<file path="config.mk">
export PLATFORM = sky130hd
export DESIGN_NAME = itu_top
export DESIGN_NICKNAME = d
export VERILOG_FILES = /design/src/itu_top.v
export VERILOG_INCLUDE_DIRS = /design/src
export SDC_FILE = /design/constraint.sdc
export NUM_CORES = 1
export LEC_CHECK = 0
export ABC_AREA = 1
export ABC_CLOCK_PERIOD_IN_PS = 3200
export CORE_ASPECT_RATIO = 0.8
export CORE_MARGIN = 3
export CORE_UTILIZATION = 50
export CTS_BUF_LIST = sky130_fd_sc_hd__clkbuf_8
export DETAILED_ROUTE_END_ITERATION = 10
export DONT_BUFFER_PORTS = 1
export PLACE_DENSITY = 0.68
export SLEW_MARGIN = 20
export SYNTH_ARGS = -nofsm -noshare
export SYNTH_HDL_FRONTEND = slang
export SYNTH_SLANG_ARGS = --single-unit
</file>
<file path="constraint.sdc">
create_clock -name clk -period 3.2 [get_ports clk]
set_input_delay 0.16 -clock clk [delete_from_list [all_inputs] [get_ports clk]]
set_output_delay 0.16 -clock clk [all_outputs]
set_load 0.05 [all_outputs]
</file>
<file path="src/itu_defs.vh">
// Constants for the interval timer unit: offsets, fields, resets, timing
`ifndef ITU_DEFS_VH
`define ITU_DEFS_VH

// APB byte offsets
`define ITU_OFF_CMD       8'h00
`define ITU_OFF_COUNT     8'h04
`define ITU_OFF_INTERVAL  8'h08
`define ITU_OFF_SUBR      8'h0C
`define ITU_OFF_RD_COUNT  8'h10
`define ITU_OFF_RD_IVAL   8'h14
`define ITU_OFF_RD_ELAP   8'h18
`define ITU_OFF_STATUS    8'h1C

// Command word fields
`define ITU_CMD_FC_MSB    11
`define ITU_CMD_WORD_BIT  16
`define ITU_CMD_AREA_BIT  17

// Status word fields
`define ITU_ST_ERR_BIT    0
`define ITU_ST_RUN_LSB    1
`define ITU_ST_SCHED_LSB  4

// Function codes, BCD
`define ITU_FC_ONE_FIRST  12'h000
`define ITU_FC_ONE_LAST   12'h002
`define ITU_FC_SCH_FIRST  12'h003
`define ITU_FC_SCH_LAST   12'h005
`define ITU_FC_RD_FIRST   12'h006
`define ITU_FC_RD_LAST    12'h008
`define ITU_FC_STP_FIRST  12'h010
`define ITU_FC_STP_LAST   12'h012
`define ITU_FC_START_T2   12'h002

// Command kinds
`define ITU_K_ONE         3'd0
`define ITU_K_SCHED       3'd1
`define ITU_K_READ        3'd2
`define ITU_K_STOP        3'd3
`define ITU_K_BAD         3'd4

// Operand limits and reset values, BCD
`define ITU_IVAL_MIN      16'h0005
`define ITU_IVAL_MAX      16'h0320
`define ITU_IVAL_IMM      16'h0010
`define ITU_SUBR_MAX      16'h0255
`define ITU_RST_WORD      32'h0000_0000

// Timing: tick unit 0.1 ms, clock period 4 ns
`define ITU_TICK_NS       100000
`define ITU_CLK_NS        4

`endif

</file>
<file path="src/itu_top.v">
// Interval timer unit: three BCD interval timers behind an APB slave
//
// Summary of operation
// [RULE1] Codes 000-002 start one-shot timers 0-2
// [RULE2] Codes 003-005 start scheduled timers 0-2
// [RULE3] Codes 006-008 read timers 0-2
// [RULE4] Codes 010-012 stop timers; operands ignored
// [RULE5] Issuer uses only 000-008, 010-012
// [RULE6] Immediate count: BCD load, 1 ms tick
// [RULE7] Word count: count plus 0005-0320 interval
// [RULE8] Expiry time is count times interval
// [RULE9] Third operand picks subroutine 0000-0255
// [RULE10] Issuer keeps immediate subroutine within 0255
// [RULE11] Read returns decrements done and interval
// [RULE12] Read returns elapsed since last decrement
// [RULE13] Elapsed total recoverable from read words
// [RULE14] Issuer gives word destinations for reads
// [RULE15] Start timer 0 refused during pulse output; code refuses only code 000, not 003
// [RULE16] Start timer 2 refused with counter 0; code refuses only code 002, not 005
// [RULE17] Non-BCD or out-of-area operands set error
// [RULE18] Scheduled reloads and continues; one-shot halts
// [RULE19] Stop freezes counter, drops pending expiry; code still calls an expiry raised in the cycle before the stop
//
// Decided for this implementation: the APB register port and the register offsets.
`timescale 1ns/1ps
`include "itu_defs.vh"

module itu_top #(
  parameter TICK_CYCLES = `ITU_TICK_NS / `ITU_CLK_NS
) (
  input  wire        clk,                 // 250 MHz clock
  input  wire        rstn,                // Async reset, active low
  input  wire        psel,                // APB select
  input  wire        penable,             // APB enable
  input  wire        pwrite,              // APB direction
  input  wire [7:0]  paddr,               // APB byte address
  input  wire [31:0] pwdata,              // APB write data
  output reg  [31:0] prdata,              // APB read data
  output reg         pready,              // APB ready
  output reg         pslverr,             // APB error, unmapped address
  input  wire        pulse_output_active, // Pulse output running
  input  wire        hsc0_enabled,        // High-speed counter 0 enabled
  output reg         irq_valid,           // Expiry call, one cycle
  output reg  [1:0]  irq_timer,           // Timer that expired
  output reg  [15:0] irq_subroutine,      // Subroutine number, BCD
  output reg         error_flag           // Sticky command error
);

  localparam integer TICK_SPAN = TICK_CYCLES - 1;
  localparam [14:0]  TICK_LAST = TICK_SPAN[14:0];

  // One BCD step up or down; carry or borrow ripples digit by digit
  function [15:0] bcd_step;
    input [15:0] v;
    input        up;
    reg   [15:0] r;
    reg          c;
    integer      k;
    begin
      r = v;
      c = 1'b1;
      for (k = 0; k < 4; k = k + 1) begin
        if (c) begin
          if (r[4*k +: 4] == (up ? 4'h9 : 4'h0)) begin
            r[4*k +: 4] = up ? 4'h0 : 4'h9;
          end else begin
            r[4*k +: 4] = up ? r[4*k +: 4] + 4'h1 : r[4*k +: 4] - 4'h1;
            c = 1'b0;
          end
        end
      end
      bcd_step = r;
    end
  endfunction

  function is_bcd;
    input [15:0] v;
    begin
      is_bcd = (v[3:0] <= 4'h9) && (v[7:4] <= 4'h9) &&
               (v[11:8] <= 4'h9) && (v[15:12] <= 4'h9);
    end
  endfunction

  // Kind of a function code
  function [2:0] fc_kind;
    input [11:0] fc;
    begin
      if (fc <= `ITU_FC_ONE_LAST) begin
        fc_kind = `ITU_K_ONE;
      end else if (fc <= `ITU_FC_SCH_LAST) begin
        fc_kind = `ITU_K_SCHED;
      end else if (fc <= `ITU_FC_RD_LAST) begin
        fc_kind = `ITU_K_READ;
      end else if (fc >= `ITU_FC_STP_FIRST && fc <= `ITU_FC_STP_LAST) begin
        fc_kind = `ITU_K_STOP;
      end else begin
        fc_kind = `ITU_K_BAD;
      end
    end
  endfunction

  // Timer index of a function code
  function [1:0] fc_timer;
    input [11:0] fc;
    begin
      if (fc <= `ITU_FC_ONE_LAST) begin
        fc_timer = fc[1:0];
      end else if (fc <= `ITU_FC_SCH_LAST) begin
        fc_timer = fc[1:0] - 2'd3;
      end else if (fc <= `ITU_FC_RD_LAST) begin
        fc_timer = fc[1:0] - 2'd2;
      end else begin
        fc_timer = fc[1:0];
      end
    end
  endfunction

  reg  [31:0] cmd_word;
  reg  [15:0] count_operand;
  reg  [15:0] interval_operand;
  reg  [15:0] subroutine_operand;
  reg  [15:0] rd_count;
  reg  [15:0] rd_ival;
  reg  [15:0] rd_elap;
  reg  [2:0]  pend;
  wire [2:0]  run_flat;
  wire [2:0]  sched_flat;
  wire [2:0]  exp_flat;
  wire [47:0] sub_flat;
  wire [47:0] done_flat;
  wire [47:0] ival_flat;
  wire [47:0] elap_flat;

  // APB access phase completes at the edge where pready is high
  wire        acc      = psel & penable & pready;
  wire        wr_acc   = acc & pwrite;
  wire        cmd_wr   = wr_acc && (paddr == `ITU_OFF_CMD);
  wire        st_wr    = wr_acc && (paddr == `ITU_OFF_STATUS);

  // Command decode straight from the bus word being written
  wire [11:0] function_code = pwdata[`ITU_CMD_FC_MSB:0];
  wire        word_mode     = pwdata[`ITU_CMD_WORD_BIT];
  wire        area_fault    = pwdata[`ITU_CMD_AREA_BIT];
  wire [2:0]  kind          = fc_kind(function_code);
  wire [1:0]  tsel          = fc_timer(function_code);
  wire        is_start      = (kind == `ITU_K_ONE) ||
                              (kind == `ITU_K_SCHED);

  wire err_bad   = (kind == `ITU_K_BAD);                      // see [RULE5]
  wire err_area  = area_fault & (kind != `ITU_K_STOP);        // see [RULE17]
  wire err_bcd   = is_start & (!is_bcd(count_operand) |
                   !is_bcd(subroutine_operand) |
                   (word_mode & !is_bcd(interval_operand)));  // see [RULE17]
  wire err_ival  = is_start & word_mode &
                   ((interval_operand < `ITU_IVAL_MIN) |
                    (interval_operand > `ITU_IVAL_MAX));      // see [RULE7]
  wire err_subr  = is_start &
                   (subroutine_operand > `ITU_SUBR_MAX);      // see [RULE10]
  wire err_pulse = (function_code == `ITU_FC_ONE_FIRST) &
                   pulse_output_active;                       // see [RULE15]
  wire err_hsc   = (function_code == `ITU_FC_START_T2) &
                   hsc0_enabled;                              // see [RULE16]
  wire cmd_err   = cmd_wr & (err_bad | err_area | err_bcd | err_ival |
                   err_subr | err_pulse | err_hsc);
  wire cmd_ok    = cmd_wr & ~cmd_err;

  // Per-timer counters
  genvar i;
  generate
    for (i = 0; i < 3; i = i + 1) begin : g_tmr
      reg        run;
      reg        sched;
      reg        expire;
      reg [14:0] pre;
      reg [15:0] init;
      reg [15:0] remain;
      reg [15:0] done;
      reg [15:0] ival;
      reg [15:0] elap;
      reg [15:0] sub;
      wire       sel   = (tsel == i);
      wire       start = cmd_ok & is_start & sel;
      wire       stop  = cmd_ok & (kind == `ITU_K_STOP) & sel; // see [RULE4]
      wire       tick  = (pre == TICK_LAST);
      wire [15:0] elap_n = bcd_step(elap, 1'b1);

      always @(posedge clk or negedge rstn) begin
        if (!rstn) begin
          run    <= 1'b0;
          sched  <= 1'b0;
          expire <= 1'b0;
          pre    <= 15'h0000;
          init   <= 16'h0000;
          remain <= 16'h0000;
          done   <= 16'h0000;
          ival   <= `ITU_IVAL_IMM;
          elap   <= 16'h0000;
          sub    <= 16'h0000;
        end else begin
          expire <= 1'b0;
          if (start) begin
            sched  <= (kind == `ITU_K_SCHED);                 // see [RULE2]
            init   <= count_operand;                          // see [RULE6]
            remain <= count_operand;
            done   <= 16'h0000;
            elap   <= 16'h0000;
            pre    <= 15'h0000;
            sub    <= subroutine_operand;                     // see [RULE9]
            ival   <= word_mode ? interval_operand
                                : `ITU_IVAL_IMM;              // see [RULE7]
            // A zero count expires at once and never reloads
            if (count_operand == 16'h0000) begin
              run    <= 1'b0;
              expire <= 1'b1;                                 // see [RULE8]
            end else begin
              run    <= 1'b1;                                 // see [RULE1]
            end
          end else if (stop) begin
            run <= 1'b0;                                      // see [RULE19]
          end else if (run) begin
            pre <= tick ? 15'h0000 : pre + 15'h0001;
            if (tick) begin
              if (elap_n == ival) begin
                elap <= 16'h0000;
                if (remain == 16'h0001) begin
                  expire <= 1'b1;                             // see [RULE8]
                  if (sched) begin
                    remain <= init;                           // see [RULE18]
                    done   <= 16'h0000;
                  end else begin
                    run    <= 1'b0;                           // see [RULE18]
                    remain <= 16'h0000;
                    done   <= bcd_step(done, 1'b1);
                  end
                end else begin
                  remain <= bcd_step(remain, 1'b0);
                  done   <= bcd_step(done, 1'b1);             // see [RULE11]
                end
              end else begin
                elap <= elap_n;                               // see [RULE12]
              end
            end
          end
        end
      end

      assign run_flat[i]          = run;
      assign sched_flat[i]        = sched;
      assign exp_flat[i]          = expire;
      assign sub_flat[16*i +: 16]  = sub;
      assign done_flat[16*i +: 16] = done;
      assign ival_flat[16*i +: 16] = ival;
      assign elap_flat[16*i +: 16] = elap;
    end
  endgenerate

  // Pending expiries; a new expiry beats the grant that clears it
  wire [2:0] kill;
  wire [2:0] grant;
  wire       kill_any = cmd_ok & (is_start | (kind == `ITU_K_STOP));
  assign kill     = kill_any ? (3'b001 << tsel) : 3'b000;
  assign grant[0] = pend[0];
  assign grant[1] = pend[1] & ~pend[0];
  assign grant[2] = pend[2] & ~pend[1] & ~pend[0];

  always @(posedge clk or negedge rstn) begin
    if (!rstn) begin
      pend           <= 3'b000;
      irq_valid      <= 1'b0;
      irq_timer      <= 2'd0;
      irq_subroutine <= 16'h0000;
    end else begin
      pend      <= exp_flat | (pend & ~grant & ~kill);        // see [RULE19]
      irq_valid <= |(grant & ~kill);
      if (grant[0]) begin
        irq_timer      <= 2'd0;
        irq_subroutine <= sub_flat[15:0];                     // see [RULE9]
      end else if (grant[1]) begin
        irq_timer      <= 2'd1;
        irq_subroutine <= sub_flat[31:16];
      end else if (grant[2]) begin
        irq_timer      <= 2'd2;
        irq_subroutine <= sub_flat[47:32];
      end
    end
  end

  // Operand and result registers
  always @(posedge clk or negedge rstn) begin
    if (!rstn) begin
      cmd_word           <= `ITU_RST_WORD;
      count_operand      <= 16'h0000;
      interval_operand   <= 16'h0000;
      subroutine_operand <= 16'h0000;
      rd_count           <= 16'h0000;
      rd_ival            <= 16'h0000;
      rd_elap            <= 16'h0000;
      error_flag         <= 1'b0;
    end else begin
      if (wr_acc) begin
        if (paddr == `ITU_OFF_CMD) begin
          cmd_word <= pwdata;
        end else if (paddr == `ITU_OFF_COUNT) begin
          count_operand <= pwdata[15:0];
        end else if (paddr == `ITU_OFF_INTERVAL) begin
          interval_operand <= pwdata[15:0];
        end else if (paddr == `ITU_OFF_SUBR) begin
          subroutine_operand <= pwdata[15:0];
        end
      end
      if (cmd_ok && kind == `ITU_K_READ) begin
        rd_count <= done_flat[{tsel, 4'h0} +: 16];            // see [RULE3]
        rd_ival  <= ival_flat[{tsel, 4'h0} +: 16];            // see [RULE11]
        rd_elap  <= elap_flat[{tsel, 4'h0} +: 16];            // see [RULE13]
      end
      // Set wins over a write-one clear in the same cycle
      if (cmd_err) begin
        error_flag <= 1'b1;                                   // see [RULE17]
      end else if (st_wr && pwdata[`ITU_ST_ERR_BIT]) begin
        error_flag <= 1'b0;
      end
    end
  end

  // APB slave: no wait states, ready raised after the setup cycle
  wire mapped = (paddr[1:0] == 2'b00) && (paddr <= `ITU_OFF_STATUS);
  reg [31:0] rd_mux;
  always @* begin
    rd_mux = 32'h0000_0000;
    if (paddr == `ITU_OFF_CMD) begin
      rd_mux = cmd_word;
    end else if (paddr == `ITU_OFF_COUNT) begin
      rd_mux[15:0] = count_operand;
    end else if (paddr == `ITU_OFF_INTERVAL) begin
      rd_mux[15:0] = interval_operand;
    end else if (paddr == `ITU_OFF_SUBR) begin
      rd_mux[15:0] = subroutine_operand;
    end else if (paddr == `ITU_OFF_RD_COUNT) begin
      rd_mux[15:0] = rd_count;
    end else if (paddr == `ITU_OFF_RD_IVAL) begin
      rd_mux[15:0] = rd_ival;
    end else if (paddr == `ITU_OFF_RD_ELAP) begin
      rd_mux[15:0] = rd_elap;
    end else if (paddr == `ITU_OFF_STATUS) begin
      rd_mux[`ITU_ST_ERR_BIT] = error_flag;
      rd_mux[`ITU_ST_RUN_LSB +: 3]   = run_flat;
      rd_mux[`ITU_ST_SCHED_LSB +: 3] = sched_flat;
    end
  end

  always @(posedge clk or negedge rstn) begin
    if (!rstn) begin
      pready  <= 1'b0;
      pslverr <= 1'b0;
      prdata  <= 32'h0000_0000;
    end else begin
      if (psel && !penable && !pready) begin
        pready  <= 1'b1;
        pslverr <= ~mapped;
        prdata  <= (mapped && !pwrite) ? rd_mux : 32'h0000_0000;
      end else begin
        pready  <= 1'b0;
        pslverr <= 1'b0;
        prdata  <= 32'h0000_0000;
      end
    end
  end

endmodule

</file>
==> qor.csv, run 1 <==
metric,value,unit
WL per Instance,18.7,um
vias in the first global route,24000,
Synth Area per Inst,7.63,sq um
dpl ws,-98.5,ps
CTS max path bufs,3,
Pins Over Slew Limit,0,
Hold/Removal Path Class,in -> reg,
final clock skew,37.0,ps
final net count,3985,
Main synth FF type,dfrtp_1,
outcome,"finished, final reports clean",
Synth Register Bits,527,
Die W,274,um
synthesized area,28800,sq um
R2R Setup Slk,150,ps
Core Rows,78,
CP max stage delay,430,ps
Clock transition at path regs,70,ps
Antenna Cells,0,
Max Clock Freq,328,MHz
antenna violations before repair,0,
vias per inst,5.65,
DRT Wirelength,88.3,mm
Max-Slew Margin vs Limit,14.5,%
total track usage,28.9,%
critical path required time,3760,ps
grt total ovfl,0,
"Slowest-stage cell, CP",dfrtp_1,
Core Box Area,56900,sq um
crit-path cells,o21ai_0 -> nand4_1 -> nor3_1 -> nand2_1 -> nand2_1 -> nand3_2 -> nor2_8 -> nand3_4 -> inv_2 -> buf_4 -> nor2_1 -> nand3b_1 -> o21ai_0,
Final setup viols,0,
"count leader, synth",nand2_1,
worst path bufs/invs,2,
final worst path period share,95.3,%
Detail Placement HPWL,62.1,mm
Starting DRT DRC Count,3085,
Global Route met3 Usage,7.21,%
fraction of layout cells with a size suffix above 1,9.79,%
"top cells by count, synth","nand2_1 (1105), dfrtp_1 (524), inv_1 (386), nor2_1 (316), o21ai_0 (296)",
GR Util met2,41.4,%
Chip Height,221,um
met1 Track Usage GR,43.6,%
CP Capture Type,flip-flop,
critical path class,reg -> reg,
Max VDD drop,353,uV
Mapped Nets,3875,
Syn-to-layout area delta,12.8,%
filler instances,5212,
Mapped Cells,3780,
area of the die,60600,sq um
pin count of the biggest net entering global routing,528,
Sum Neg Setup Slack,0,ps
Final Hold Viols,0,
Max-Cap Viols,0,
Pleak,16.3,nW
Skew-Pair Late Insertion Delay,700,ps
final setup margin,149,ps
Slew @ Worst Pin,1280,ps
Post-DRT Antenna Nets,0,
cell taking the most area after synthesis,dfrtp_1,
hold_ws,49.8,ps
Initial Utilization,50.7,%
pwr dens,408,nW/um^2
PnR Total Power,0.0132,W
TritonCTS Buffers,87,
port bufs,0,
"top cells by area, synth","dfrtp_1 (45%), nand2_1 (14%), o21ai_0 (5.1%), inv_1 (5.0%), nand3_1 (4.7%)",
Synth cell types,58,
global routing's busiest layer,met1,
CTS tree,yes,
DRC violation count after routing,0,
routed via count,26600,
Post-synth EDFFs,0,
Tmin final,3050,ps
gpl congestion,0.906,
IO Pins,101,
H-tree depth,3,
Worst Setup Start Kind,flip-flop,
Yosys top cell area share,45.5,%
DRT Pass-1 Iters,6,
post-synthesis sequential area ratio,45.8,%
Worst EP arrival,3610,ps
CP top delay family,simple AND/OR/NAND/NOR gates,
first-pass GRT wire length,138,mm
CP max FO,26,
clock root cell,clkbuf_8,
Async SR Flop Fraction,100,%
yosys warns,0,
# clock sinks,527,
==> timing repair <==
item | CTS | global route
setup endpoints to repair | 0 | 97
resized for setup | 0 | 28
hold buffers | 42 | 2
buffers inserted | 0 | 6
hold endpoints to repair | 657 | 217
==> path summary, 6_finish.rpt <==
path,start,end,depth (start not counted)
worst max-delay path,subroutine_operand[13]$_DFFE_PN0P_,g_tmr[0].elap[2]$_DFFE_PN0P_,13
worst min-delay path,pwdata[0],g_tmr[2].sched$_DFFE_PN0N_,5
worst max register to register,subroutine_operand[13]$_DFFE_PN0P_,g_tmr[0].elap[2]$_DFFE_PN0P_,13
worst min register to register,g_tmr[0].expire$_DFF_PN0_,pend[0]$_DFF_PN0_,0
max in group asynchronous,rstn,g_tmr[1].elap[5]$_DFFE_PN0P_,4
min in group asynchronous,rstn,g_tmr[0].pre[1]$_DFFE_PN0P_,2
==> state kept, by name, indices dropped and copies added, names as in the netlist, 2 cells and up <==
name                count
cmd_word               32
count_operand          16
g_tmr.done             48
g_tmr.elap             48
g_tmr.expire            3
g_tmr.init             48
g_tmr.ival             48
g_tmr.pre              45
g_tmr.remain           48
g_tmr.run               3
g_tmr.sched             3
g_tmr.sub              48
interval_operand       16
irq_subroutine         16
irq_timer               2
pend                    3
prdata                 32
rd_count               16
rd_elap                16
rd_ival                16
subroutine_operand     16
==> power breakdown <==
part	internal, W	switching [W]	total, W
combinational	0.0000801	0.000266	0.000346
sequential	0.00667	0.00000807	0.00668
clock	0.00333	0.00289	0.00622
total	0.0101	0.00317	0.0132
==> worst register-to-register path: stages, from the launching register on <==
cell,delay (ps)
dfrtp_1,430
o21ai_0,410
nand4_1,140
nor3_1,150
nand2_1,100
nand2_1,110
nand3_2,140
nor2_8,190
nand3_4,180
inv_2,120
buf_4,390
nor2_1,300
nand3b_1,170
o21ai_0,90
==> area by class of cell <==
cell class | count | area (sq um) | area share [%]
Multi-Input combinational cell | 2703 | 13600 | 41.7
Sequential cell | 527 | 13200 | 40.6
Inverter | 404 | 1520 | 4.66
Clock buffer | 109 | 1500 | 4.61
Timing Repair Buffer | 167 | 1490 | 4.58
Tap cell | 760 | 951 | 2.92
Clock inverter | 43 | 307 | 0.943
==> cell usage in the layout, fill, tap and decap left out, types with 6 or more instances in the layout <==
cell type	Yosys	final
a21oi_1	66	65
a221oi_1	11	11
a22oi_1	35	35
a31oi_1	44	44
a41oi_1	13	13
buf_4	9	114
clkbuf_8	0	109
clkinv_2	0	10
dfrtp_1	524	522
dlygate4sd3_1	0	44
ha_1	48	48
inv_1	386	409
inv_2	15	15
nand2_1	1105	1098
nand2_2	10	16
nand2_4	6	7
nand3_1	272	267
nand3_2	10	12
nand3b_1	34	34
nand4_1	85	85
nor2_1	316	312
nor2_2	13	14
nor2_4	10	13
nor3_1	45	45
nor4_1	14	14
o2111ai_1	8	8
o211ai_1	20	20
o21ai_0	296	295
o21ai_1	61	62
o21ai_2	12	9
o221ai_1	6	6
o22ai_1	28	28
o311ai_0	12	12
o31ai_1	20	20
or2_2	20	20
xnor2_1	6	6
xor2_1	44	44
==> through the flow <==
stage | utilization [%] | area (sq um) | std cells
after floorplan | - | 28800 | 3780
after global placement | 52.8 | 30000 | 4508
after detailed placement | 52.8 | 30000 | 4508
after CTS | 56.7 | 32300 | 4702
after global routing | 57.1 | 32500 | 4713
final | 57.1 | 32500 | 4713
==> logic make-up after synthesis <==
group           count (synthesis)  synth area share, %
xor+xnor                       50                 1.52
fa+ha+maj                      48                 2.08
flops                         527                 45.8
simple gates                 1959                 29.7
compound gates                646                 13.2
buf+inv                       550                 7.66
==> routing by layer <==
metal | up-vias | wire length (um)
met5 | - | 0
met4 | 0 | 2030
met3 | 156 | 8590
met2 | 1099 | 37600
met1 | 12700 | 40200
li1 | 12700 | -
Note: power is estimated with default switching activity, not from simulation.
==> run 2, diff against run 1 <==
--- a/config.mk
+++ b/config.mk
@@ -14,7 +14,7 @@
 export CTS_BUF_LIST = sky130_fd_sc_hd__clkbuf_8
 export DETAILED_ROUTE_END_ITERATION = 10
 export DONT_BUFFER_PORTS = 1
-export PLACE_DENSITY = 0.68
+export PLACE_DENSITY = 0.64
 export SLEW_MARGIN = 20
 export SYNTH_ARGS = -nofsm -noshare
 export SYNTH_HDL_FRONTEND = slang
==> run 2 against run 1 <==
  * The flow now finishes with violations (negative hold slack, max-slew violations)
  * Critical path depth increased by 7
  * Via count decreased by 1.1%
  * Critical endpoint is now g_tmr[0].remain[15]$_DFFE_PN0P_
  * Sequential share of layout area increased by 0.058 points
  * Hold slack got worse by 850 ps
  * Global-route usage increased by 0.37 points
  * Clock-buffer cell count decreased by 4
  * Clock skew decreased by 8.0 ps
  * Maximum frequency increased by 3.1%
  * Highest routed layer is now met5
  * Worst setup slack improved by 92 ps
==> qor.csv, run 2 (synthesis gave the netlist of run 1 again) <==
metric,value,unit,change
outcome,finished with violations,,"was finished, final reports clean"
failing checks,"negative hold slack, max-slew violations",,
"commonest non-fill, non-tap cells in the layout","nand2_1 (1099), dfrtp_1 (524), inv_1 (413)",,"was nand2_1 (1098), dfrtp_1 (522), inv_1 (409)"
final setup margin,241,ps,was 149 ps
Chip Height,221,um,unchanged
Max VDD drop,321,uV,was 353 uV
Core Rows,78,,unchanged
Pleak,16.2,nW,was 16.3 nW
Finished Cell Area,32500,sq um,about the same
hold_ws,-795,ps,was 49.8 ps
Core Box Area,56900,sq um,unchanged
Starting DRT DRC Count,2591,,was 3085
critical path class,in -> reg,,was reg -> reg
Clock transition at path regs,60,ps,was 70 ps
Final Util,57.1,%,about the same
H-tree depth,3,,unchanged
Post-DRT Antenna Nets,0,,unchanged
Initial Utilization,50.7,%,unchanged
Syn-to-layout area delta,12.6,%,was 12.8%
DRC violation count after routing,0,,unchanged
hold buffer count at cts,46,,was 42
Pins Over Slew Limit,365,,was 0
PnR Total Power,0.0129,W,was 0.0132 W
pwr dens,396,nW/um^2,was 408 nW/um^2
Detail Placement HPWL,62.3,mm,was 62.1 mm
port bufs,0,,unchanged
total track usage,29.2,%,was 28.9%
DP Area,30100,sq um,was 30000 sq um
# clock sinks,527,,unchanged
Max Clock Freq,338,MHz,was 328 MHz
Slew @ Worst Pin,2370,ps,was 1280 ps
grt total ovfl,0,,unchanged
first-pass GRT wire length,137,mm,was 138 mm
CTS tree,yes,,unchanged
WL per Instance,18.9,um,was 18.7 um
Die W,274,um,unchanged
Power Internal,0.00981,W,was 0.0101 W
routed via count,26300,,was 26600
vias in the first global route,23500,,was 24000
gpl congestion,0.937,,was 0.906
CP max FO,42,,was 26
final clock skew,29.0,ps,was 37.0 ps
critical path required time,3770,ps,was 3760 ps
CP Capture Type,flip-flop,,unchanged
sw frac,23.6,%,was 23.9%
dpl ws,-187,ps,was -98.5 ps
final net count,3995,,was 3985
TritonCTS Buffers,88,,was 87
final worst path period share,92.5,%,was 95.3%
antenna violations before repair,5,,was 0
sequential share of power,52.0,%,was 50.4%
Tmin final,2960,ps,was 3050 ps
"commonest non-fill, non-tap cell in the layout",nand2_1,,unchanged
Skew-Pair Late Insertion Delay,700,ps,about the same
Clock power frac,46.3,%,was 47.0%
pin count of the biggest net entering global routing,528,,unchanged
vias per inst,5.58,,was 5.65
clock root cell,clkbuf_8,,unchanged
Worst EP arrival,3530,ps,was 3610 ps
DRT Pass-1 Iters,6,,unchanged
Final setup viols,0,,unchanged
IO Pins,101,,unchanged
Hold/Removal Path Class,in -> async,,was in -> reg
area of the die,60600,sq um,unchanged
combinational fraction of design power,1.7,%,was 2.6%
Max-Slew Margin vs Limit,-58.2,%,was 14.5%
fraction of layout cells with a size suffix above 1,9.77,%,was 9.79%
Final Hold Viols,524,,was 0
Max-Cap Viols,0,,unchanged
P_sw,0.00304,W,was 0.00317 W
CTS max path bufs,3,,unchanged
DRT Wirelength,89.1,mm,was 88.3 mm
Sum Neg Setup Slack,0,ps,unchanged
Worst Setup Start Kind,primary input,,was flip-flop
RSZ-0062 raised after global routing,true,,
-- run 2: cell count changes in the layout (fill, tap and decap cells not counted), sizes merged --
cell / change
a21oi: +2
buf: +6
bufinv: -2
clkbuf: -4
clkinv: -1
clkinvlp: +1
diode: +3
dlygate4sd3: +1
inv: +4
-- run 2: path summary, 6_finish.rpt --
path | from | slack [ps] | cells past startpoint | endpoint
max | paddr[6] | 240 | 20 | g_tmr[0].remain[15]$_DFFE_PN0P_
min | rstn | -800 | 0 | g_tmr[0].pre[6]$_DFFE_PN0P_
max reg2reg | subroutine_operand[11]$_DFFE_PN0P_ | 290 | 16 | g_tmr[0].remain[15]$_DFFE_PN0P_
min reg2reg | g_tmr[0].expire$_DFF_PN0_ | 350 | 0 | pend[0]$_DFF_PN0_
max in group asynchronous | rstn | 2150 | 0 | g_tmr[2].elap[12]$_DFFE_PN0P_
min in group clk | paddr[4] | 60 | 5 | error_flag$_DFFE_PN0P_
-- run 2: area by class of cell --
cell class / instances / area [sq um]
multi-input combinational: 2705 / 13600
inverter: 404 / 1520
fill: 5299 / 24400
clock inverter: 45 / 262
clock buffer: 105 / 1450
antenna: 3 / 7.51
sequential: 527 / 13200
timing repair buffer: 174 / 1530
tap: 760 / 951
-- run 2: stage by stage --
step	std cells	hold slack, ps
2_1_floorplan	3780	-136
3_3_place_gp	4511	-97.3
3_5_place_dp	4511	-91.6
4_1_cts	4708	-860
5_1_grt	4721	-838
6_report	4723	-795
-- run 2: power by group through the flow --
| stage | combinational (W) | clock, W | sequential [W] |
|---|---|---|---|
| 2_1_floorplan | 0.0000924 | 0 | 0.00680 |
| 3_3_place_gp | 0.000165 | 0 | 0.00680 |
| 3_5_place_dp | 0.000164 | 0 | 0.00680 |
| 4_1_cts | 0.000214 | 0.00606 | 0.00668 |
| 5_1_grt | 0.000234 | 0.00636 | 0.00667 |
| 6_report | 0.000221 | 0.00595 | 0.00668 |
-- run 2: per-layer routing --
metal	track usage, %	vias to the layer above	wire (um)	part of all wire, %
li1	-	12700	-	-
met1	44.1	12400	40800	46
met2	40.9	1037	36600	41
met3	8.00	154	9410	11
met4	8.38	2	2290	2.6
met5	0	-	13	0.015
-- run 2: critical path, stage by stage --
cell and delay [ps]:
dlygate4sd3_1 550, nor3_2 180, dlygate4sd3_1 600, inv_2 50, nor2_1 130, inv_2 80, nor2_4 90, inv_2 70
nor2_8 140, inv_1 130, nor2_8 180, nand3_4 120, buf_4 180, buf_6 210, nand2_2 140, nand2_1 80
nor2_2 160, nand2_1 140, nand2_1 80, nand2_1 50
-- run 2: what timing repair did --
action | 4_1_cts | 5_1_grt
gates resized for setup | 0 | 28
gates cloned | 1 | 1
pin swaps | 1 | 7
endpoints found under the setup margin | 18 | 138
hold endpoints to repair | 658 | 527
buffers inserted | 0 | 12
